`src/verilog/fsr_pkg.sv`:
```
// Functional notes
// - Non-volatile protect mode: write both copies
// - Volatile protect mode: write volatile bits only
// - Refuse program/erase inside protected region
// - Whole-array erase only with all protect bits clear
// - Volatile write-lock copy follows non-volatile bit
// - Program failure or protected program sets flag
// - Erase failure or protected sector erase sets flag
// - Whole-array erase protected hit sets no flag
// - Clear-status or soft reset clears both failure flags
// - Decode register, enable and disable opcodes
// - Write-enable command sets latch
// - Write-disable command clears latch
// - Latch clear ignores writes, program, erase
// - Successful operation clears the latch
// - Any reset forces latch to zero
// - Busy accepts only the listed commands
// - Suspend only while matching operation runs
// - Failure keeps busy until clear-status
// - Read-status-one returns the volatile copy
// - Fixed defaults seed latch and busy at reset
// - Write-lock with protect pin low blocks writes
package fsr_pkg;

  // ==========================================================
  // Command opcodes
  localparam logic [7:0] OPC_WRITE_REGS = 8'h01;
  localparam logic [7:0] OPC_PAGE_PROGRAM = 8'h02;
  localparam logic [7:0] OPC_WRITE_DISABLE = 8'h04;
  localparam logic [7:0] OPC_READ_STATUS_ONE = 8'h05;
  localparam logic [7:0] OPC_WRITE_ENABLE = 8'h06;
  localparam logic [7:0] OPC_READ_STATUS_TWO = 8'h07;
  localparam logic [7:0] OPC_SMALL_ERASE = 8'h20;
  localparam logic [7:0] OPC_CLEAR_STATUS_A = 8'h30;
  localparam logic [7:0] OPC_WHOLE_ERASE_A = 8'h60;
  localparam logic [7:0] OPC_READ_ANY = 8'h65;
  localparam logic [7:0] OPC_WRITE_ANY = 8'h71;
  localparam logic [7:0] OPC_ERASE_SUSPEND = 8'h75;
  localparam logic [7:0] OPC_RESUME = 8'h7A;
  localparam logic [7:0] OPC_CLEAR_STATUS_B = 8'h82;
  localparam logic [7:0] OPC_PROGRAM_SUSPEND = 8'h85;
  localparam logic [7:0] OPC_SUSPEND_ANY = 8'hB0;
  localparam logic [7:0] OPC_WHOLE_ERASE_B = 8'hC7;
  localparam logic [7:0] OPC_SECTOR_ERASE = 8'hD8;
  localparam logic [7:0] OPC_SOFT_RESET = 8'hF0;

  // ==========================================================
  // Register addresses for read-any / write-any
  localparam logic [23:0] ADDR_STATUS_ONE_NV = 24'h00_0000;
  localparam logic [23:0] ADDR_CONFIG_ONE_NV = 24'h00_0002;
  localparam logic [23:0] ADDR_STATUS_ONE_VOL = 24'h80_0000;
  localparam int ADDR_BYTES = 3;

  // ==========================================================
  // Field positions
  localparam int BIT_WRITE_LOCK = 7;
  localparam int BIT_PROG_ERR = 6;
  localparam int BIT_ERASE_ERR = 5;
  localparam int BIT_PROTECT_HI = 4;
  localparam int BIT_PROTECT_LO = 2;
  localparam int BIT_WRITE_ENABLE = 1;
  localparam int BIT_BUSY = 0;
  localparam int CFG_BIT_FROM_BOTTOM = 5;
  localparam int CFG_BIT_PROTECT_VOL = 3;
  localparam int SECTOR_IDX_W = 6;

  // ==========================================================
  // Shipped and reset defaults
  localparam logic WRITE_LOCK_DEFAULT = 1'b0;
  localparam logic [2:0] PROTECT_DEFAULT = 3'h0;
  localparam logic PROG_ERR_DEFAULT = 1'b0;
  localparam logic ERASE_ERR_DEFAULT = 1'b0;
  localparam logic WRITE_LATCH_DEFAULT = 1'b0;
  localparam logic BUSY_FLAG_DEFAULT = 1'b0;
  localparam logic FROM_BOTTOM_DEFAULT = 1'b0;
  localparam logic PROTECT_VOL_DEFAULT = 1'b0;
  localparam logic [2:0] PROTECT_ALL = 3'h7;

  // ==========================================================
  // Types
  typedef enum logic [1:0] {
    KIND_PROGRAM = 2'b00,
    KIND_SECTOR_ERASE = 2'b01,
    KIND_WHOLE_ERASE = 2'b10
  } fsr_kind_t;

  typedef enum logic [1:0] {
    PH_CMD = 2'b00,
    PH_ADDR = 2'b01,
    PH_DATA = 2'b10,
    PH_IGNORE = 2'b11
  } fsr_phase_t;

endpackage : fsr_pkg

```
`src/verilog/fsr_protect.sv`:
```
`timescale 1ns/1ps
// Maps the active protect bits onto a protected sector window
module fsr_protect import fsr_pkg::*; #(
  parameter int IDX_W = SECTOR_IDX_W
) (
  // Protect setting
  input wire logic [2:0] protect,
  input wire logic fromBottom,
  // Target sector
  input wire logic [IDX_W-1:0] sectorIdx,
  output logic hit
);

  localparam logic [IDX_W:0] FULL = (IDX_W+1)'(1) << IDX_W;
  logic [IDX_W:0] span;
  logic [IDX_W:0] idx;

  // Window doubles per step; all-ones covers the whole array
  always_comb
  begin
    idx = {1'b0, sectorIdx};
    if (protect == 3'h0)
      span = '0;
    else if (protect == PROTECT_ALL)
      span = FULL;
    else
      span = (IDX_W+1)'(1) << (protect - 3'h1);
    if (fromBottom)
      hit = (idx < span);
    else
      hit = (idx >= FULL - span);
  end

endmodule : fsr_protect

```
`src/verilog/fsr_status_one.sv`:
```
`timescale 1ns/1ps
// Status register one: serial command front end, register copies,
// write-enable latch, busy and failure flags
module fsr_status_one import fsr_pkg::*; (
  // System
  input wire logic clk,
  input wire logic rst,
  // Serial link pins; inputs asynchronous to clk, so and soOe registered on clk
  input wire logic sck,
  input wire logic csN,
  input wire logic si,
  input wire logic wpN,
  output logic so,
  output logic soOe,
  // Array engine
  output logic opStart,
  output fsr_kind_t opKind,
  output logic [23:0] opAddr,
  output logic suspendReq,
  output logic resumeReq,
  output logic opAbort,
  input wire logic opDone,
  input wire logic opFail,
  input wire logic opProtHit,
  // Register views
  output logic [7:0] statusOneVolatile,
  output logic [7:0] statusOneNonvolatile,
  output logic [7:0] configOneNonvolatile
);

  // ==========================================================
  // Pin sampling
  logic [3:0] pinSync;
  logic sckQ;
  logic csNQ;
  logic siQ;
  logic wpNQ;
  logic sckPrev;
  logic csNPrev;
  logic sckRise;
  logic sckFall;
  logic frameEnd;

  fsr_sync #(
    .WIDTH(4),
    .RESET_VAL(4'b0101)
  ) uPinSync (
    .clk(clk),
    .rst(rst),
    .d({sck, csN, si, wpN}),
    .q(pinSync)
  );

  assign sckQ = pinSync[3];
  assign csNQ = pinSync[2];
  assign siQ = pinSync[1];
  assign wpNQ = pinSync[0];

  // Edge history of the synchronised link clock and select
  always_ff @(posedge clk)
  begin
    if (rst)
    begin
      sckPrev <= 1'b0;
      csNPrev <= 1'b1;
    end
    else
    begin
      sckPrev <= sckQ;
      csNPrev <= csNQ;
    end
  end

  assign sckRise = sckQ & ~sckPrev & ~csNQ;
  assign sckFall = ~sckQ & sckPrev & ~csNQ;
  assign frameEnd = csNQ & ~csNPrev;

  // ==========================================================
  // Register state
  logic lockNv;
  logic [2:0] nvProtect;
  logic fromBottom;
  logic protectVol;
  logic lockCopy;
  logic progErr;
  logic eraseErr;
  logic [2:0] volProtect;
  logic writeLatch;
  logic busy;
  logic running;
  logic suspended;
  fsr_kind_t runKind;
  logic [2:0] activeProtect;

  assign activeProtect = protectVol ? volProtect : nvProtect;
  assign statusOneVolatile = {lockCopy, progErr, eraseErr, volProtect, writeLatch, busy};
  assign statusOneNonvolatile = {lockNv, PROG_ERR_DEFAULT, ERASE_ERR_DEFAULT, nvProtect,
                                 WRITE_LATCH_DEFAULT, BUSY_FLAG_DEFAULT};
  assign configOneNonvolatile = {2'b00, fromBottom, 1'b0, protectVol, 3'b000};

  // ==========================================================
  // Frame decoding
  fsr_phase_t phase;
  logic [2:0] bitCnt;
  logic [6:0] shiftIn;
  logic [7:0] opcode;
  logic [1:0] addrCnt;
  logic [23:0] addr;
  logic [1:0] dataCnt;
  logic [7:0] data0;
  logic [7:0] data1;
  logic byteDone;
  logic [7:0] byteIn;
  logic cmdAccept;
  logic cmdNeedsAddr;

  assign byteDone = sckRise && (bitCnt == 3'h7);
  assign byteIn = {shiftIn, siQ};

  // Known opcode, filtered by busy and by the running operation
  always_comb
  begin
    cmdNeedsAddr = 1'b0;
    unique case (byteIn)
      OPC_READ_STATUS_ONE, OPC_READ_STATUS_TWO, OPC_CLEAR_STATUS_A, OPC_CLEAR_STATUS_B,
      OPC_SOFT_RESET:
        cmdAccept = 1'b1;
      OPC_READ_ANY:
      begin
        cmdAccept = 1'b1;
        cmdNeedsAddr = 1'b1;
      end
      OPC_ERASE_SUSPEND:
        cmdAccept = busy && running && (runKind != KIND_PROGRAM);
      OPC_PROGRAM_SUSPEND:
        cmdAccept = busy && running && (runKind == KIND_PROGRAM);
      OPC_SUSPEND_ANY:
        cmdAccept = busy && running;
      OPC_RESUME:
        cmdAccept = !busy && suspended;
      OPC_WRITE_ANY, OPC_PAGE_PROGRAM, OPC_SECTOR_ERASE, OPC_SMALL_ERASE:
      begin
        cmdAccept = !busy;
        cmdNeedsAddr = 1'b1;
      end
      OPC_WRITE_REGS, OPC_WRITE_ENABLE, OPC_WRITE_DISABLE, OPC_WHOLE_ERASE_A, OPC_WHOLE_ERASE_B:
        cmdAccept = !busy;
      default:
        cmdAccept = 1'b0;
    endcase
  end

  // Bit and byte bookkeeping; refused frames park in the ignore phase
  always_ff @(posedge clk)
  begin
    if (rst || csNQ)
    begin
      phase <= PH_CMD;
      bitCnt <= 3'h0;
      addrCnt <= 2'h0;
      dataCnt <= 2'h0;
    end
    else if (sckRise)
    begin
      bitCnt <= bitCnt + 3'h1;
      if (byteDone)
      begin
        unique case (phase)
          PH_CMD:
            if (!cmdAccept)
              phase <= PH_IGNORE;
            else if (cmdNeedsAddr)
              phase <= PH_ADDR;
            else
              phase <= PH_DATA;
          PH_ADDR:
          begin
            addrCnt <= addrCnt + 2'h1;
            if (addrCnt == 2'(ADDR_BYTES - 1))
              phase <= PH_DATA;
          end
          PH_DATA:
            if (dataCnt != 2'h2)
              dataCnt <= dataCnt + 2'h1;
          PH_IGNORE:
            phase <= PH_IGNORE;
        endcase
      end
    end
  end

  // Data path of the frame
  always_ff @(posedge clk)
  begin
    if (rst)
    begin
      shiftIn <= 7'h00;
      opcode <= 8'h00;
      addr <= 24'h00_0000;
      data0 <= 8'h00;
      data1 <= 8'h00;
    end
    else if (sckRise)
    begin
      shiftIn <= byteIn[6:0];
      if (byteDone && phase == PH_CMD)
        opcode <= byteIn;
      if (byteDone && phase == PH_ADDR)
        addr <= {addr[15:0], byteIn};
      if (byteDone && phase == PH_DATA && dataCnt == 2'h0)
        data0 <= byteIn;
      if (byteDone && phase == PH_DATA && dataCnt == 2'h1)
        data1 <= byteIn;
    end
  end

  // ==========================================================
  // Command execution at the rising select, whole bytes only
  logic execOp;
  logic writeAllowed;
  logic doEnable;
  logic doDisable;
  logic doClear;
  logic doSoftReset;
  logic doWrr;
  logic doWrar;
  logic doProgram;
  logic doSector;
  logic doWhole;
  logic doSuspend;
  logic doResume;
  logic protHit;
  logic wrStatusNv;
  logic wrStatusVol;
  logic wrConfig;
  logic [7:0] configData;
  logic engineEnd;
  logic engineOk;
  logic setProgErr;
  logic setEraseErr;
  logic startOp;

  fsr_protect uProtect (
    .protect(activeProtect),
    .fromBottom(fromBottom),
    .sectorIdx(addr[23 -: SECTOR_IDX_W]),
    .hit(protHit)
  );

  assign execOp = frameEnd && (phase == PH_DATA) && (bitCnt == 3'h0);
  assign writeAllowed = writeLatch && !(lockNv && !wpNQ);
  assign doEnable = execOp && (opcode == OPC_WRITE_ENABLE);
  assign doDisable = execOp && (opcode == OPC_WRITE_DISABLE);
  assign doClear = execOp && (opcode == OPC_CLEAR_STATUS_A || opcode == OPC_CLEAR_STATUS_B);
  assign doSoftReset = execOp && (opcode == OPC_SOFT_RESET);
  assign doWrr = execOp && (opcode == OPC_WRITE_REGS) && (dataCnt != 2'h0) && writeAllowed;
  assign doWrar = execOp && (opcode == OPC_WRITE_ANY) && (dataCnt != 2'h0) && writeAllowed;
  assign doProgram = execOp && (opcode == OPC_PAGE_PROGRAM) && writeLatch && !running;
  assign doSector = execOp && (opcode == OPC_SECTOR_ERASE || opcode == OPC_SMALL_ERASE)
                    && writeLatch && !running;
  assign doWhole = execOp && (opcode == OPC_WHOLE_ERASE_A || opcode == OPC_WHOLE_ERASE_B)
                   && writeLatch && !running && (activeProtect == 3'h0);
  assign doSuspend = execOp && (opcode == OPC_ERASE_SUSPEND || opcode == OPC_PROGRAM_SUSPEND
                                || opcode == OPC_SUSPEND_ANY);
  assign doResume = execOp && (opcode == OPC_RESUME);

  // Register write targets; a second write-registers byte reaches config one
  assign wrStatusNv = doWrr || (doWrar && addr == ADDR_STATUS_ONE_NV);
  assign wrStatusVol = doWrr || (doWrar && addr == ADDR_STATUS_ONE_VOL);
  assign wrConfig = (doWrr && dataCnt == 2'h2) || (doWrar && addr == ADDR_CONFIG_ONE_NV);
  assign configData = doWrr ? data1 : data0;

  // Engine results and array requests
  assign engineEnd = opDone && running && !suspended;
  assign engineOk = engineEnd && !opFail;
  assign setProgErr = (doProgram && protHit)
                      || (engineEnd && opFail && runKind == KIND_PROGRAM);
  assign setEraseErr = (doSector && protHit)
                       || (engineEnd && opFail && runKind == KIND_SECTOR_ERASE)
                       || (engineEnd && opFail && !opProtHit && runKind == KIND_WHOLE_ERASE);
  assign startOp = (doProgram && !protHit) || (doSector && !protHit) || doWhole;

  // ==========================================================
  // Non-volatile copies; only a full power-up reset reloads them
  always_ff @(posedge clk)
  begin
    if (rst)
    begin
      lockNv <= WRITE_LOCK_DEFAULT;
      nvProtect <= PROTECT_DEFAULT;
      fromBottom <= FROM_BOTTOM_DEFAULT;
      protectVol <= PROTECT_VOL_DEFAULT;
    end
    else
    begin
      if (wrStatusNv)
      begin
        lockNv <= data0[BIT_WRITE_LOCK];
        if (!protectVol)
          nvProtect <= data0[BIT_PROTECT_HI:BIT_PROTECT_LO];
      end
      // One-time bits: writing zero never takes a set bit back
      if (wrConfig)
      begin
        fromBottom <= fromBottom | configData[CFG_BIT_FROM_BOTTOM];
        protectVol <= protectVol | configData[CFG_BIT_PROTECT_VOL];
        if (!protectVol && configData[CFG_BIT_PROTECT_VOL])
          nvProtect <= PROTECT_ALL;
      end
    end
  end

  // Volatile copies of protect and write-lock bits
  always_ff @(posedge clk)
  begin
    if (rst)
    begin
      volProtect <= PROTECT_DEFAULT;
      lockCopy <= WRITE_LOCK_DEFAULT;
    end
    else if (doSoftReset)
    begin
      volProtect <= nvProtect;
      lockCopy <= lockNv;
    end
    else
    begin
      lockCopy <= lockNv;
      if (wrStatusNv && !protectVol)
        volProtect <= data0[BIT_PROTECT_HI:BIT_PROTECT_LO];
      else if (wrStatusVol && protectVol)
        volProtect <= data0[BIT_PROTECT_HI:BIT_PROTECT_LO];
    end
  end

  // Failure flags: a new failure wins over a clear-status in the same cycle
  always_ff @(posedge clk)
  begin
    if (rst || doSoftReset)
    begin
      progErr <= PROG_ERR_DEFAULT;
      eraseErr <= ERASE_ERR_DEFAULT;
    end
    else
    begin
      if (setProgErr)
        progErr <= 1'b1;
      else if (doClear)
        progErr <= 1'b0;
      if (setEraseErr)
        eraseErr <= 1'b1;
      else if (doClear)
        eraseErr <= 1'b0;
    end
  end

  // Write-enable latch; failed operations leave it set for the host
  always_ff @(posedge clk)
  begin
    if (rst || doSoftReset)
      writeLatch <= WRITE_LATCH_DEFAULT;
    else if (doEnable)
      writeLatch <= 1'b1;
    else if (doDisable)
      writeLatch <= 1'b0;
    else if (doWrr || doWrar || engineOk)
      writeLatch <= 1'b0;
  end

  // Busy flag and engine tracking; an error holds busy until cleared
  always_ff @(posedge clk)
  begin
    if (rst || doSoftReset)
    begin
      busy <= BUSY_FLAG_DEFAULT;
      running <= 1'b0;
      suspended <= 1'b0;
      runKind <= KIND_PROGRAM;
    end
    else
    begin
      if (startOp || setProgErr || setEraseErr || doResume)
        busy <= 1'b1;
      else if (engineEnd || doSuspend)
        busy <= 1'b0;
      else if (doClear && !running)
        busy <= 1'b0;
      if (startOp)
      begin
        running <= 1'b1;
        runKind <= doProgram ? KIND_PROGRAM : (doSector ? KIND_SECTOR_ERASE : KIND_WHOLE_ERASE);
      end
      else if (engineEnd)
        running <= 1'b0;
      if (doSuspend)
        suspended <= 1'b1;
      else if (doResume)
        suspended <= 1'b0;
    end
  end

  // Requests to the array engine, one-cycle pulses
  always_ff @(posedge clk)
  begin
    if (rst)
    begin
      opStart <= 1'b0;
      opKind <= KIND_PROGRAM;
      opAddr <= 24'h00_0000;
      suspendReq <= 1'b0;
      resumeReq <= 1'b0;
      opAbort <= 1'b0;
    end
    else
    begin
      opStart <= startOp;
      suspendReq <= doSuspend;
      resumeReq <= doResume;
      opAbort <= doSoftReset && running;
      if (startOp)
      begin
        opKind <= doProgram ? KIND_PROGRAM : (doSector ? KIND_SECTOR_ERASE : KIND_WHOLE_ERASE);
        opAddr <= addr;
      end
    end
  end

  // ==========================================================
  // Read data path; output changes on the falling link clock
  logic readActive;
  logic [23:0] readAddr;
  logic [7:0] shiftOut;

  function automatic logic [7:0] regValue(input logic [23:0] a);
    if (a == ADDR_STATUS_ONE_VOL)
      return statusOneVolatile;
    else if (a == ADDR_STATUS_ONE_NV)
      return statusOneNonvolatile;
    else if (a == ADDR_CONFIG_ONE_NV)
      return configOneNonvolatile;
    else
      return 8'h00;
  endfunction : regValue

  // Repeats the selected register so software can poll in one frame
  always_ff @(posedge clk)
  begin
    if (rst || csNQ)
    begin
      readActive <= 1'b0;
      readAddr <= ADDR_STATUS_ONE_VOL;
      shiftOut <= 8'h00;
      so <= 1'b0;
      soOe <= 1'b0;
    end
    else
    begin
      soOe <= readActive;
      if (byteDone && phase == PH_CMD && cmdAccept && byteIn == OPC_READ_STATUS_ONE)
      begin
        readActive <= 1'b1;
        readAddr <= ADDR_STATUS_ONE_VOL;
        shiftOut <= statusOneVolatile;
      end
      else if (byteDone && phase == PH_ADDR && addrCnt == 2'(ADDR_BYTES - 1)
               && opcode == OPC_READ_ANY)
      begin
        readActive <= 1'b1;
        readAddr <= {addr[15:0], byteIn};
        shiftOut <= regValue({addr[15:0], byteIn});
      end
      else if (byteDone && readActive)
        shiftOut <= regValue(readAddr);
      else if (sckFall && readActive)
      begin
        so <= shiftOut[7];
        shiftOut <= {shiftOut[6:0], 1'b0};
      end
    end
  end

endmodule : fsr_status_one

```
`src/verilog/fsr_sync.sv`:
```
`timescale 1ns/1ps
// Two-stage synchroniser for pins from outside the clock domain
module fsr_sync #(
  parameter int WIDTH = 1,
  parameter logic [WIDTH-1:0] RESET_VAL = '0
) (
  // System
  input wire logic clk,
  input wire logic rst,
  // Pins in, synchronised levels out
  input wire logic [WIDTH-1:0] d,
  output logic [WIDTH-1:0] q
);

  logic [WIDTH-1:0] stage1;

  // First stage feeds only the second stage
  always_ff @(posedge clk)
  begin
    if (rst)
    begin
      stage1 <= RESET_VAL;
      q <= RESET_VAL;
    end
    else
    begin
      stage1 <= d;
      q <= stage1;
    end
  end

endmodule : fsr_sync
```
`config.mk`:
```
export PLATFORM = sky130hd
export DESIGN_NAME = fsr_status_one
export DESIGN_NICKNAME = d
export VERILOG_FILES = /design/src/verilog/fsr_pkg.sv /design/src/verilog/fsr_protect.sv /design/src/verilog/fsr_status_one.sv /design/src/verilog/fsr_sync.sv
export SDC_FILE = /design/constraint.sdc
export NUM_CORES = 1
export LEC_CHECK = 0
export BUFFER_PORTS_ARGS = -buffer_cell sky130_fd_sc_hd__buf_2
export CORE_MARGIN = 4
export CORE_UTILIZATION = 55
export CTS_CLUSTER_DIAMETER = 80
export DETAILED_ROUTE_END_ITERATION = 10
export HOLD_SLACK_MARGIN = 0.1
export PLACE_DENSITY = 0.79
export SYNTH_ARGS = -nofsm -noshare
export SYNTH_HDL_FRONTEND = slang
export SYNTH_SLANG_ARGS = --single-unit
```
`constraint.sdc`:
```
create_clock -name clk -period 5.5 [get_ports clk]
set_clock_uncertainty 0.2 [all_clocks]
set_input_delay 0.825 -clock clk [delete_from_list [all_inputs] [get_ports clk]]
set_output_delay 0.825 -clock clk [all_outputs]
set_load 0.05 [all_outputs]
```
### Word-level counts from Yosys, hierarchy flattened

Index checks and enable logic that the tools add are counted.

| cells by class | value |
|---|---|
| $add $sub $neg | 5 |
| $mul | 0 |
| divide/modulo/power cells | 0 |
| $lt $le $gt $ge | 2 |
| equality and inequality tests | 54 |
| shifts and indexed selects | 1 |
| mux-type cells | 45 |
| bitwise operators | 14 |
| reduce and logical (&&, ||, !) cells | 125 |

Operators with widths:

| cell | number |
|---|---|
| $eq A8 B8 Y1 const B | 12 |
| $eq A8 B7 Y1 const B | 10 |
| $eq A24 B2 Y1 const B | 3 |
| $eq A24 B24 Y1 const B | 3 |
| $logic_not A24 Y1 | 3 |
| $mux W8 | 8 |
| $logic_and A1 B1 Y1 | 63 |
| $eq A8 B3 Y1 const B | 6 |
| $eq A8 B6 Y1 const B | 4 |
| $mux W3 | 8 |
| $logic_or A1 B1 Y1 | 21 |
| $mux W6 | 3 |
| $mux W1 | 17 |
| $eq A8 B1 Y1 const B | 2 |
| $eq A8 B2 Y1 const B | 2 |
| $mux W7 | 2 |
| $reduce_bool A2 Y1 | 7 |
| $reduce_and A4 Y1 | 3 |
| $reduce_bool A3 Y1 | 4 |
| $eq A2 B2 Y1 const B | 5 |
| $mux W2 | 5 |
| $logic_not A1 Y1 | 9 |
| $reduce_or A9 Y1 | 1 |
| $reduce_and A2 Y1 | 4 |
| 23 further kinds | 41 |

| storage, ports and cells | value |
|---|---|
| flip-flop bits (word level) | 155 |
| bits in latches | 0 |
| RAM bits | 0 |
| ROM bits | 0 |
| bits of input ports | 9 |
| output and inout bits | 56 |
| logic and storage cells | 283 |
| memories kept | 0 |

### Longest topological paths before layout

Gate-level depths: netlist of the first run.

| logic depth | value |
|---|---|
| depth in word-level cells | 16 |
| gate-level depth with buffers | 20 |
| mapped depth without buffers | 18 |

### By module

From an unflattened synthesis of the first run, not the netlist that was laid out.

| unflattened totals | value |
|---|---|
| cells, all modules | 898 |
| area total of the unflattened synthesis | 7268.2 sq um |

By module, submodules not included:

| module | instances | cells an instance | area each (sq um) |
|---|---|---|---|
| fsr_status_one | 1 | 828 | 6671.4 |
| fsr_protect | 1 | 54 | 386.6 |
| fsr_sync | 1 | 16 | 210.2 |

### Least setup slack after synthesis of the first run

Ideal clock, no wire load.

| timing | value |
|---|---|
| kind | register to register |
| start | register nvProtect[1] |
| end | register opAddr[0] |
| arrival time | 4.122 ns |
| required time | 5.228 ns |
| slack | 1.107 ns |
| cell stages (with the launch flop) | 18 |
| buffers on the path | 1 |
| period minus slack after synthesis | 4.393 ns |
| cell sequence | dfxtp_1 mux2_2 nor2_1 ha_1 nor2b_1 inv_1 nor3_1 inv_1 ha_1 a21oi_1 a21oi_1 ha_1 o2111ai_1 o21ai_0 nand2_1 o31ai_4 buf_4 mux2i_1 |

| on the way | value |
|---|---|
| longest elaborated chain between the ends | 12 |

RTL lines:

| item | line | text |
|---|---|---|
| start, declared | fsr_status_one.sv:81 | `logic [2:0] nvProtect;` |
| start signal, assigned | fsr_status_one.sv:300 | `nvProtect <= data0[BIT_PROTECT_HI:BIT_PROTECT_LO];` |
| $mux W3 (*) | fsr_status_one.sv:95 | `assign activeProtect = protectVol ? volProtect : nvProtect;` |
| $sub A3 B1 Y3 | fsr_protect.sv:27 | `span = (IDX_W+1)'(1) << (protect - 3'h1);` |
| $shl A1 B3 Y7 | fsr_protect.sv:27 |  |
| $mux W7 | fsr_protect.sv:24 | `else if (protect == PROTECT_ALL)` |
| $mux W7 | fsr_protect.sv:22 | `if (protect == 3'h0)` |
| $sub A7 B7 Y7 | fsr_protect.sv:31 | `hit = (idx >= FULL - span);` |
| $ge A6 B7 Y1 | fsr_protect.sv:31 |  |
| $mux W1 | fsr_protect.sv:28 | `if (fromBottom)` |
| $logic_not A1 Y1 | fsr_status_one.sv:281 | `assign startOp = (doProgram && !protHit) \|\| (doSector && !protHit) \|\| doWhole;` |
| $logic_and A1 B1 Y1 | fsr_status_one.sv:281 |  |
| $logic_or A1 B1 Y1 | fsr_status_one.sv:281 |  |
| $logic_or A1 B1 Y1 (*) | fsr_status_one.sv:281 |  |
| end signal, assigned | fsr_status_one.sv:423 | `opAddr <= addr;` |
| end, declared | fsr_status_one.sv:18 | `output logic [23:0] opAddr,` |

Mark *: on every way between the ends. The rest lies on a longest branch, timed or not.
A chain may end at the register's enable or synchronous reset.

### Final worst setup path of the first run

| timing | value |
|---|---|
| start | register protectVol |
| end | register opAddr[13] |

| on the way | value |
|---|---|
| longest elaborated chain between the ends | 12 |

RTL lines:

| item | line | text |
|---|---|---|
| start, declared | fsr_status_one.sv:83 | `logic protectVol;` |
| start signal, assigned | fsr_status_one.sv:306 | `protectVol <= protectVol \| configData[CFG_BIT_PROTECT_VOL];` |
| $mux W3 (*) | fsr_status_one.sv:95 |  |
| $sub A3 B1 Y3 | fsr_protect.sv:27 |  |
| $shl A1 B3 Y7 | fsr_protect.sv:27 |  |
| $mux W7 | fsr_protect.sv:24 |  |
| $mux W7 | fsr_protect.sv:22 |  |
| $sub A7 B7 Y7 | fsr_protect.sv:31 |  |
| $ge A6 B7 Y1 | fsr_protect.sv:31 |  |
| $mux W1 | fsr_protect.sv:28 |  |
| $logic_not A1 Y1 | fsr_status_one.sv:281 |  |
| $logic_and A1 B1 Y1 | fsr_status_one.sv:281 |  |
| $logic_or A1 B1 Y1 | fsr_status_one.sv:281 |  |
| $logic_or A1 B1 Y1 (*) | fsr_status_one.sv:281 |  |

Marked as above.

==> impl_metrics.py, run 1 <==
metrics = {
    "run_status": {
        "status": "complete, no violations",
    },
    "synthesis": {
        "synth-main-ff-cell": "dfxtp_1",
        "synthCells": 902,
        "yosysMostFrequentCell": "nand2_1",
        "synth-seq-cells": 148,
        "ys_seq_area_share_pct": 40.4,
        "synthTopCellsByArea": "dfxtp_1 (40%), nand2_1 (9.9%), mux2i_1 (6.4%), a21oi_1 (5.8%), ha_1 (3.4%)",
        "syn_avg_cell_area_um2": 8.12,
        "async_reset_ff_share_pct": 0,
        "yosys_warnings": 0,
        "yosys.area.top_type": "dfxtp_1",
        "synth_cell_types": 73,
        "synth_common_cells": "nand2_1 (193), dfxtp_1 (148), a21oi_1 (85)",
        "synth_edf_count": 0,
        "syn_area_um2": 7330,
        "netlist.area_leader.share_pct": 40.4,
    },
    "setup_path": {
        "end_kind": "register",
        "required_ps": 5650,
        "start_kind": "register",
        "worstSetupPathType": "reg -> reg",
        "crit_arrival_ps": 5140,
        "crit_fanout": 24,
    },
    "global_routing": {
        "grt_start_max_net_pins": 60,
        "grt_first_pass_wirelength_um": 30500,
        "antenna_found_initial": 0,
        "grt_usage_pct": 25.5,
        "grt_pass1_vias": 5885,
        "overflow": 0,
    },
    "place": {
        "dp_hpwl_um": 12900,
        "port_buffers": 54,
        "preCtsSetupSlack_ps": 606,
        "placed_area_um2": 7530,
        "gp_congestion": 0.950,
    },
    "layout": {
        "multiInputGateArea_um2": 3950,
        "stdcell_area_um2": 8130,
        "utilization_pct": 63.4,
        "fillers": 1134,
        "seqCellArea_um2": 2960,
        "fin_nets": 944,
        "diodes": 0,
        "syn2layout_area_growth_pct": 11.0,
        "drive_gt1_share_pct": 13.1,
    },
    "timing": {
        "setup_viol": 0,
        "slew_viol_final": 0,
        "worst_slew_pin_slew_ps": 1210,
        "slew_headroom_pct": 18.8,
        "period_share_pct": 90.6,
        "tns_ps": 0,
        "fin_crit_ps": 4980,
        "hold_viol": 0,
        "rsz0062_at_grt": "false",
        "max_freq_mhz": 201,
        "final.setup.worst_slack_ps": 517,
    },
    "clock_network": {
        "cts.sinks": 148,
        "cts-root-buf": "clkbuf_16",
        "ctsResizeCount": 0,
        "cts.clk_slew.worst_paths_ps": 60,
        "holdBufCountCts": 0,
        "htree_levels": 4,
        "cts_buffer_depth": 2,
        "post_cts_buffers": 0,
        "cts_made_buffers": 17,
        "cts_tree": "done",
        "clk_latency_ps": 430,
    },
    "power": {
        "total_power_mw": 2.31,
        "p_leak_nw": 3.14,
        "p_per_area_nw_per_um2": 284,
        "peakVddDrop_uv": 236,
    },
    "floorplanning": {
        "die-area_um2": 15200,
        "core_um2": 12800,
        "rows": 41,
        "io_pins": 65,
        "die_w_um": 123,
        "start_util_pct": 57.1,
        "die_y_um": 123,
    },
    "routing": {
        "ant_nets": 0,
        "drt_iter0_drc": 551,
        "routed_wl_um": 18800,
        "viasPerCell": 5.93,
        "routedWlPerCell_um": 17.1,
        "dr.pass1.iters": 5,
        "vias": 6520,
        "drc": 0,
    },
    "run": {
        "drv_cap": 0,
    },
    "hold_path": {
        "holdCritPathClass": "reg -> reg",
    },
}
==> sequential cells by signal, summed over array words and instances (netlist names), 2 cells and up <==
name,cells
uPinSync.stage1,4
uPinSync.q,4
shiftIn,7
data0,5
dataCnt,2
shiftOut,8
addrCnt,2
readAddr,24
opKind,2
addr,24
nvProtect,3
bitCnt,3
opAddr,24
data1,2
phase,2
runKind,2
opcode,8
volProtect,3
==> routing by layer <==
metal | share of wire, % | vias up | routed length (um) | global-route usage, %
met3 | 8.2 | 33 | 1550 | 5.86
met5 | 0 | - | 0 | 0
met4 | 1.6 | 0 | 306 | 7.47
met2 | 47 | 285 | 8810 | 40.4
li1 | - | 3173 | - | -
met1 | 43 | 3029 | 8150 | 34.9
==> worst paths after layout <==
| path | from | endpoint | slack, ps | depth (start not counted) |
|---|---|---|---|---|
| worst min-delay path | uPinSync.stage1[0] | uPinSync.q[0] | 220 | 1 |
| worst min register to register | uPinSync.stage1[0] | uPinSync.q[0] | 220 | 1 |
| worst max-delay path | protectVol | opAddr[13] | 520 | 17 |
| worst max register to register | protectVol | opAddr[13] | 520 | 17 |
==> layout make-up <==
type	count	share of cell area [%]
Inverter	23	1.06
Timing Repair Buffer	59	3.78
Multi-Input combinational cell	666	48.6
Sequential cell	148	36.4
Clock inverter	13	1.91
Clock buffer	19	5.57
Tap cell	172	2.65
==> layout by cell type, fill, tap and decap left out, types with 4 or more instances in the layout <==
cell,count
nand4_1,13
o22ai_1,5
inv_1,21
or3_1,5
nand2b_1,9
nand4b_1,5
or2_2,7
a21boi_1,4
a31oi_1,6
o221a_2,5
o21ai_0,21
o211ai_1,4
mux2i_1,47
nor4_1,15
a211oi_1,6
or3b_2,5
nor2_1,56
o2111ai_1,4
nor3_1,21
nand3_1,23
and2_1,4
or4_1,5
dfxtp_1,148
nand3b_1,9
clkbuf_16,17
a21oi_1,85
buf_2,54
xnor2_1,5
ha_1,20
and3_1,4
clkinv_2,5
buf_4,5
nor2b_1,12
o21a_1,5
nand2_1,193
nor4bb_1,4
conb_1,10
==> power by group <==
group | total [mW] | internal [mW] | switching (mW)
Sequential | 1.08 | 1.08 | 0.00268
Combinational | 0.0452 | 0.00763 | 0.0376
Clock | 1.19 | 0.735 | 0.454
==> per-stage QoR <==
step / hold WS [ps] / instances
2_1_floorplan: 189 / 911
3_3_place_gp: 192 / 1068
3_5_place_dp: 204 / 1068
4_1_cts: 219 / 1100
5_1_grt: 233 / 1100
6_report: 219 / 1100
==> logic make-up after synthesis <==
family	Yosys count	share of synthesized area, %
buf+inv	97	6.23
xor+xnor	6	0.717
flops	148	40.4
compound gates	172	14.7
simple gates	409	27.7
mux	49	6.73
other cells	1	0.0512
fa+ha+maj	20	3.42
==> worst max-delay path, cell delays in order, from the launching register on <==
cell and delay [ps]:
dfxtp_1 630, mux2_2 450, nor2_1 200, ha_1 240, nor2b_1 300, inv_1 100
nor3_1 300, inv_1 80, ha_1 260, a21oi_1 140, a21oi_1 60, ha_1 290
o2111ai_1 90, o21ai_0 480, nand2_1 200, o31ai_4 220, buf_4 400, mux2i_1 240
(Power assumes the default switching activity.)
==> run 2: changes to the inputs <==
--- a/config.mk
+++ b/config.mk
@@ -14,4 +14,5 @@
 export PLACE_DENSITY = 0.79
 export SYNTH_ARGS = -nofsm -noshare
 export SYNTH_HDL_FRONTEND = slang
+export SYNTH_HIERARCHICAL = 1
 export SYNTH_SLANG_ARGS = --single-unit
==> run 2 against run 1 <==
  * Hold slack worse by 13 ps
  * Power up 0.54%
  * Sequential cell count unchanged
  * Synthesized cell count down 0.44%
  * Die area down 0.74%
  * Worst setup slack better by 94 ps
  * Final area down 0.91%
  * Sequential power about the same
  * Via count down 0.54%
  * Critical path depth down 2
  * Area after synthesis down 0.79%
  * Non-clock buffer count down 1
  * Critical endpoint is now opAddr[7]
  * Highest routed layer unchanged
==> impl_metrics.py, run 2 <==
metrics = {
    "layout": {
        "utilization_pct": 63.1,
        "diodes": 0,
        "final_cell_mix": "nand2_1 (161), dfxtp_1 (148), nor2_1 (97)",
        "seqCellArea_um2": 2960,
        "syn2layout_area_growth_pct": 10.9,
        "final_common_cell": "nand2_1",
        "drive_gt1_share_pct": 12.6,
        "fin_nets": 941,
        "top_regs": "addr: 24 flops, opAddr: 24 flops, readAddr: 24 flops",
        "multiInputGateArea_um2": 3900,
        "fillers": 1087,
    },
    "floorplanning": {
        "die_y_um": 123,
        "die-area_um2": 15100,
        "rows": 41,
        "start_util_pct": 56.9,
        "die_w_um": 123,
        "io_pins": 65,
        "core_um2": 12800,
    },
    "power": {
        "p_leak_nw": 3.23,
        "clockPowerShare_pct": 51.8,
        "peakVddDrop_uv": 231,
        "power_switching_mw": 0.533,
        "comb_power_share_pct": 1.8,
        "power.internal_mw": 1.79,
        "p_seq_share_pct": 46.4,
        "switching_share_pct": 22.9,
        "p_per_area_nw_per_um2": 288,
    },
    "synthesis": {
        "synth-seq-cells": 148,
        "yosys_warnings": 6,
        "yosys.area.top_type": "dfxtp_1",
        "synth_edf_count": 0,
        "synth-main-ff-cell": "dfxtp_1",
        "async_reset_ff_share_pct": 0,
        "synthCells": 898,
        "yosysMostFrequentCell": "nand2_1",
        "ys_seq_area_share_pct": 40.8,
        "netlist.area_leader.share_pct": 40.8,
        "synth_common_cells": "nand2_1 (161), dfxtp_1 (148), nor2_1 (97)",
        "syn_area_um2": 7270,
        "synthTopCellsByArea": "dfxtp_1 (41%), nand2_1 (8.3%), mux2i_1 (6.9%), a21oi_1 (5.8%), nor2_1 (5.0%)",
        "syn_avg_cell_area_um2": 8.09,
        "synth_cell_types": 77,
    },
    "global_routing": {
        "antenna_found_initial": 0,
        "grt_usage_pct": 25.1,
        "overflow": 0,
        "grt_start_max_net_pins": 99,
        "grt_first_pass_wirelength_um": 29900,
        "grt_pass1_vias": 5886,
    },
    "timing": {
        "worst_slew_pin_slew_ps": 1160,
        "max_freq_mhz": 205,
        "period_share_pct": 88.9,
        "final.setup.worst_slack_ps": 611,
        "fin_crit_ps": 4890,
        "tns_ps": 0,
        "setup_viol": 0,
        "slew_headroom_pct": 22.6,
        "rsz0062_at_grt": "false",
        "holdWs_ps": 206,
        "slew_viol_final": 0,
        "hold_viol": 0,
    },
    "place": {
        "dp_hpwl_um": 12500,
        "preCtsSetupSlack_ps": 646,
        "gp_congestion": 0.928,
        "port_buffers": 54,
    },
    "clock_network": {
        "cts_made_buffers": 17,
        "post_cts_buffers": 0,
        "cts-root-buf": "clkbuf_16",
        "clk_latency_ps": 430,
        "htree_levels": 4,
        "holdBufCountCts": 0,
        "cts.sinks": 148,
        "ctsResizeCount": 0,
        "cts_tree": "done",
        "cts_buffer_depth": 2,
        "cts.clk_slew.worst_paths_ps": 60,
    },
    "setup_path": {
        "crit_arrival_ps": 4970,
        "reg2reg_from": "protectVol",
        "r2r_cells": 15,
        "r2r_end": "opAddr[7]",
        "start_kind": "register",
        "worstSetupPathType": "reg -> reg",
        "end_kind": "register",
        "required_ps": 5580,
        "crit_fanout": 23,
        "reg2reg_slack_ps": 610,
    },
    "run": {
        "drv_cap": 0,
    },
    "routing": {
        "dr.pass1.iters": 6,
        "drt_iter0_drc": 727,
        "routed_wl_um": 18500,
        "drc": 0,
        "ant_nets": 0,
        "viasPerCell": 5.91,
        "routedWlPerCell_um": 16.9,
        "vias": 6485,
    },
    "hold_path": {
        "holdPathEnd": "uPinSync/q[2]",
        "holdCritPathClass": "reg -> reg",
        "hold_depth": 1,
        "worst_hold_startpoint": "uPinSync/stage1[2]",
    },
    "run_status": {
        "status": "complete, no violations",
    },
}
## run 2: changes by cell type in the layout (fill, tap and decap cells not counted), moves of 5 or more
cell | before | now
a31oi_1 | 6 | 13
o221a_2 | 5 | 0
nor2b_1 | 12 | 19
or2_2 | 7 | 1
nor2_1 | 56 | 97
nand4_1 | 13 | 5
clkinv_2 | 5 | 0
or3_1 | 5 | 10
nand2_1 | 193 | 161
nor3b_1 | 0 | 7
## run 2: how the worst max path moves through the flow
stage	slack, ps	endpoint	cells past startpoint	from
final	610	opAddr[7]	15	protectVol
after global routing	120	opAddr[7]	16	protectVol
after CTS	620	opAddr[12]	15	protectVol
after detailed placement	650	opAddr[7]	15	protectVol
after global placement	770	opAddr[10]	15	protectVol
after floorplan	1080	opAddr[10]	19	nvProtect[0]
## run 2: power groups by stage
| stage | clock network [mW] | registers (mW) | logic [mW] |
|---|---|---|---|
| after detailed placement | 0 | 1.10 | 0.0415 |
| after global routing | 1.27 | 1.08 | 0.0449 |
| final | 1.20 | 1.08 | 0.0420 |
| after global placement | 0 | 1.10 | 0.0414 |
| after CTS | 1.22 | 1.08 | 0.0415 |
| after floorplan | 0 | 1.10 | 0.0397 |
## run 2: critical path, cell delays in order, from the launching register on
cell and delay [ps]:
dfxtp_1 450, o21ai_0 860, nor3b_1 330, inv_1 80, ha_1 240, xnor2_1 170, ha_1 260, a21o_1 180
a31oi_1 150, o21ai_0 110, a221o_1 370, or4_4 570, o211a_1 200, buf_4 280, mux2i_1 210, nor2_1 50
## run 2: kinds of logic (layout without fill, tap and decap cells)
group                    count (synthesis)  in the layout  synth area share, %
flip-flops                             148            148                 40.8
AO/OA/AOI/OAI                          167            167                 13.9
other                                    1             10               0.0516
multiplexers                            52             52                 7.20
adder cells (fa/ha/maj)                 19             19                 3.27
XOR/XNOR                                 6              6                0.723
buffers and inverters                   89            108                 6.16
AND/OR/NAND/NOR                        416            416                 27.9
## run 2: final cells by class
cell class / count / area share (%)
clock buffer: 19 / 5.62
clock inverter: 13 / 2.02
inverter: 18 / 0.838
timing repair buffer: 58 / 3.76
multi-input combinational: 670 / 48.3
sequential: 148 / 36.8
tap: 172 / 2.67
## run 2: stage by stage
step | instance area (um2) | std cells | power, mW
detailed placement | 7440 | 1066 | 1.14
global route | 8060 | 1098 | 2.39
finish | 8060 | 1098 | 2.32
floorplan | 7300 | 907 | 1.14
global placement | 7440 | 1066 | 1.14
CTS | 8060 | 1098 | 2.33
## run 2: per-layer routing
metal	vias up	share of wire, %	track usage, %
li1	3133	-	-
met2	264	45	38.4
met3	34	7.8	6.22
met4	0	2.2	9.59
met1	3054	45	34.3
met5	-	0	0
==> run 3: changes to the inputs <==
--- a/config.mk
+++ b/config.mk
@@ -6,7 +6,6 @@
 export NUM_CORES = 1
 export LEC_CHECK = 0
 export BUFFER_PORTS_ARGS = -buffer_cell sky130_fd_sc_hd__buf_2
-export CORE_MARGIN = 4
 export CORE_UTILIZATION = 55
 export CTS_CLUSTER_DIAMETER = 80
 export DETAILED_ROUTE_END_ITERATION = 10
==> constraint.sdc (replaced) <==
create_clock -name clk -period 4.6 [get_ports clk]
set_clock_uncertainty 0.2 [all_clocks]
set_input_delay 0.69 -clock clk [delete_from_list [all_inputs] [get_ports clk]]
set_output_delay 0.69 -clock clk [all_outputs]
set_load 0.05 [all_outputs]
==> run 3 against run 2 <==
  * Critical path depth rose by 3
  * Count of clock-buffer cells in the layout fell by 2
  * First-iteration DRC count fell by 1.8%
  * Utilization rose by 0.42 points
  * Sequential cell count did not move
  * Non-clock buffer count rose by 9
  * Final area rose by 0.67%
  * Largest power group unchanged
  * Highest routed layer unchanged
==> impl_metrics.py, run 3 (synthesis gave the netlist of run 2 again) <==
metrics = {
    "global_routing": {
        "grt_first_pass_wirelength_um": 29600,
        "grt_usage_pct": 28.4,
        "antenna_found_initial": 0,
        "grt_pass1_vias": 5808,
        "grt_start_max_net_pins": 100,
        "overflow": 0,
    },
    "place": {
        "dp_hpwl_um": 12600,
        "placed_area_um2": 7510,
        "port_buffers": 54,
        "gp_congestion": 0.937,
        "dp_cells": 1075,
    },
    "routing": {
        "routedWlPerCell_um": 16.8,
        "dr.pass1.iters": 6,
        "met2WireLength_um": 8260,
        "vias": 6602,
        "drc": 0,
        "drt_iter0_drc": 714,
        "routed_wl_um": 18600,
        "wl_met1_um": 8320,
        "ant_nets": 0,
        "dr_wl_met3_um": 1490,
        "viasPerCell": 5.97,
        "top_layer_used": "met4",
    },
    "timing": {
        "max_freq_mhz": 231,
        "worst_slew_pin_slew_ps": 1140,
        "tns_ps": 0,
        "fin_crit_ps": 4330,
        "hold_viol": 0,
        "setup_viol": 0,
        "period_share_pct": 94.1,
        "slew_viol_final": 0,
        "slew_headroom_pct": 23.6,
        "rsz0062_at_grt": "false",
    },
    "run": {
        "drv_cap": 0,
    },
    "layout": {
        "diodes": 0,
        "top_regs": "addr: 24 flops, opAddr: 24 flops, readAddr: 24 flops",
        "fin_nets": 950,
        "fin_cells": 1106,
        "multiInputGateArea_um2": 3900,
        "seqCellArea_um2": 2960,
        "final_common_cell": "nand2_1",
        "utilization_pct": 63.5,
        "syn2layout_area_growth_pct": 11.6,
        "stdcell_area_um2": 8110,
        "drive_gt1_share_pct": 13.5,
        "fillers": 1074,
        "final_cell_mix": "nand2_1 (161), dfxtp_1 (148), nor2_1 (97)",
    },
    "floorplanning": {
        "die_w_um": 117,
        "io_pins": 65,
        "core_um2": 12800,
        "rows": 41,
        "die-area_um2": 13700,
        "start_util_pct": 56.9,
        "die_y_um": 117,
    },
    "setup_path": {
        "end_kind": "register",
        "crit_arrival_ps": 4400,
        "worstSetupPathType": "reg -> reg",
        "start_kind": "register",
        "crit_fanout": 23,
        "required_ps": 4670,
    },
    "clock_network": {
        "cts-root-buf": "clkbuf_16",
        "cts.clk_slew.worst_paths_ps": 60,
        "cts_tree": "done",
        "htree_levels": 4,
        "holdBufCountCts": 0,
        "cts.sinks": 148,
        "cts_buffer_depth": 2,
        "cts_made_buffers": 17,
        "clk_latency_ps": 430,
        "post_cts_buffers": 0,
    },
    "run_status": {
        "status": "complete, no violations",
    },
    "power": {
        "p_leak_nw": 3.27,
        "peakVddDrop_uv": 254,
        "p_per_area_nw_per_um2": 337,
        "total_power_mw": 2.73,
    },
    "hold_path": {
        "holdCritPathClass": "reg -> reg",
    },
}
[run 3: area by class of cell]
type | count | area share (%)
Inverter | 18 | 0.833
Tap cell | 172 | 2.65
Timing Repair Buffer | 67 | 4.61
Clock buffer | 17 | 5.24
Sequential cell | 148 | 36.5
Clock inverter | 14 | 2.07
Multi-Input combinational cell | 670 | 48.1
[run 3: where the power goes]
group | switching, mW | internal [mW]
combinational | 0.0411 | 0.00900
clock | 0.583 | 0.813
sequential | 0.00349 | 1.29
total | 0.628 | 2.11
[run 3: worst paths after layout]
check / start / endpoint / slack [ps] / cells past startpoint
worst min-delay path: uPinSync/stage1[2] / uPinSync/q[2] / 210 / 1
worst max register to register: protectVol / opAddr[8] / 270 / 18
worst min register to register: uPinSync/stage1[2] / uPinSync/q[2] / 210 / 1
worst max-delay path: protectVol / opAddr[8] / 270 / 18
[run 3: what timing repair did]
item                                    in CTS  in global routing
hold endpoints to repair                     0                  0
endpoints found under the setup margin       0                 23
gates resized for setup                      0                  3
[run 3: through the flow]
step           hold slack [ps]  setup slack, ps
4_1_cts                    210              175
2_1_floorplan              183              178
5_1_grt                    223             58.2
3_3_place_gp               184              300
3_5_place_dp               195              197
6_report                   209              271
[run 3: layer usage]
| metal | global-route usage (%) | vias up |
|---|---|---|
| li1 | - | 3160 |
| met2 | 43.5 | 307 |
| met1 | 38.3 | 3085 |
| met5 | 0 | - |
| met4 | 12.7 | 0 |
| met3 | 6.18 | 50 |
[run 3: worst max-delay path, cell delays in order, from the launching register on]
cell and delay [ps]:
dfxtp_1 370, buf_4 210, nand2_1 70, o21ai_1 130, buf_4 200, nand3b_1 150
ha_1 280, o21ai_0 130, o21ai_0 110, ha_1 270, a21o_1 150, a21oi_1 120
o21ai_0 120, a221o_1 380, or4_4 570, o211a_1 210, buf_6 220, mux2i_1 190
nor2_1 60
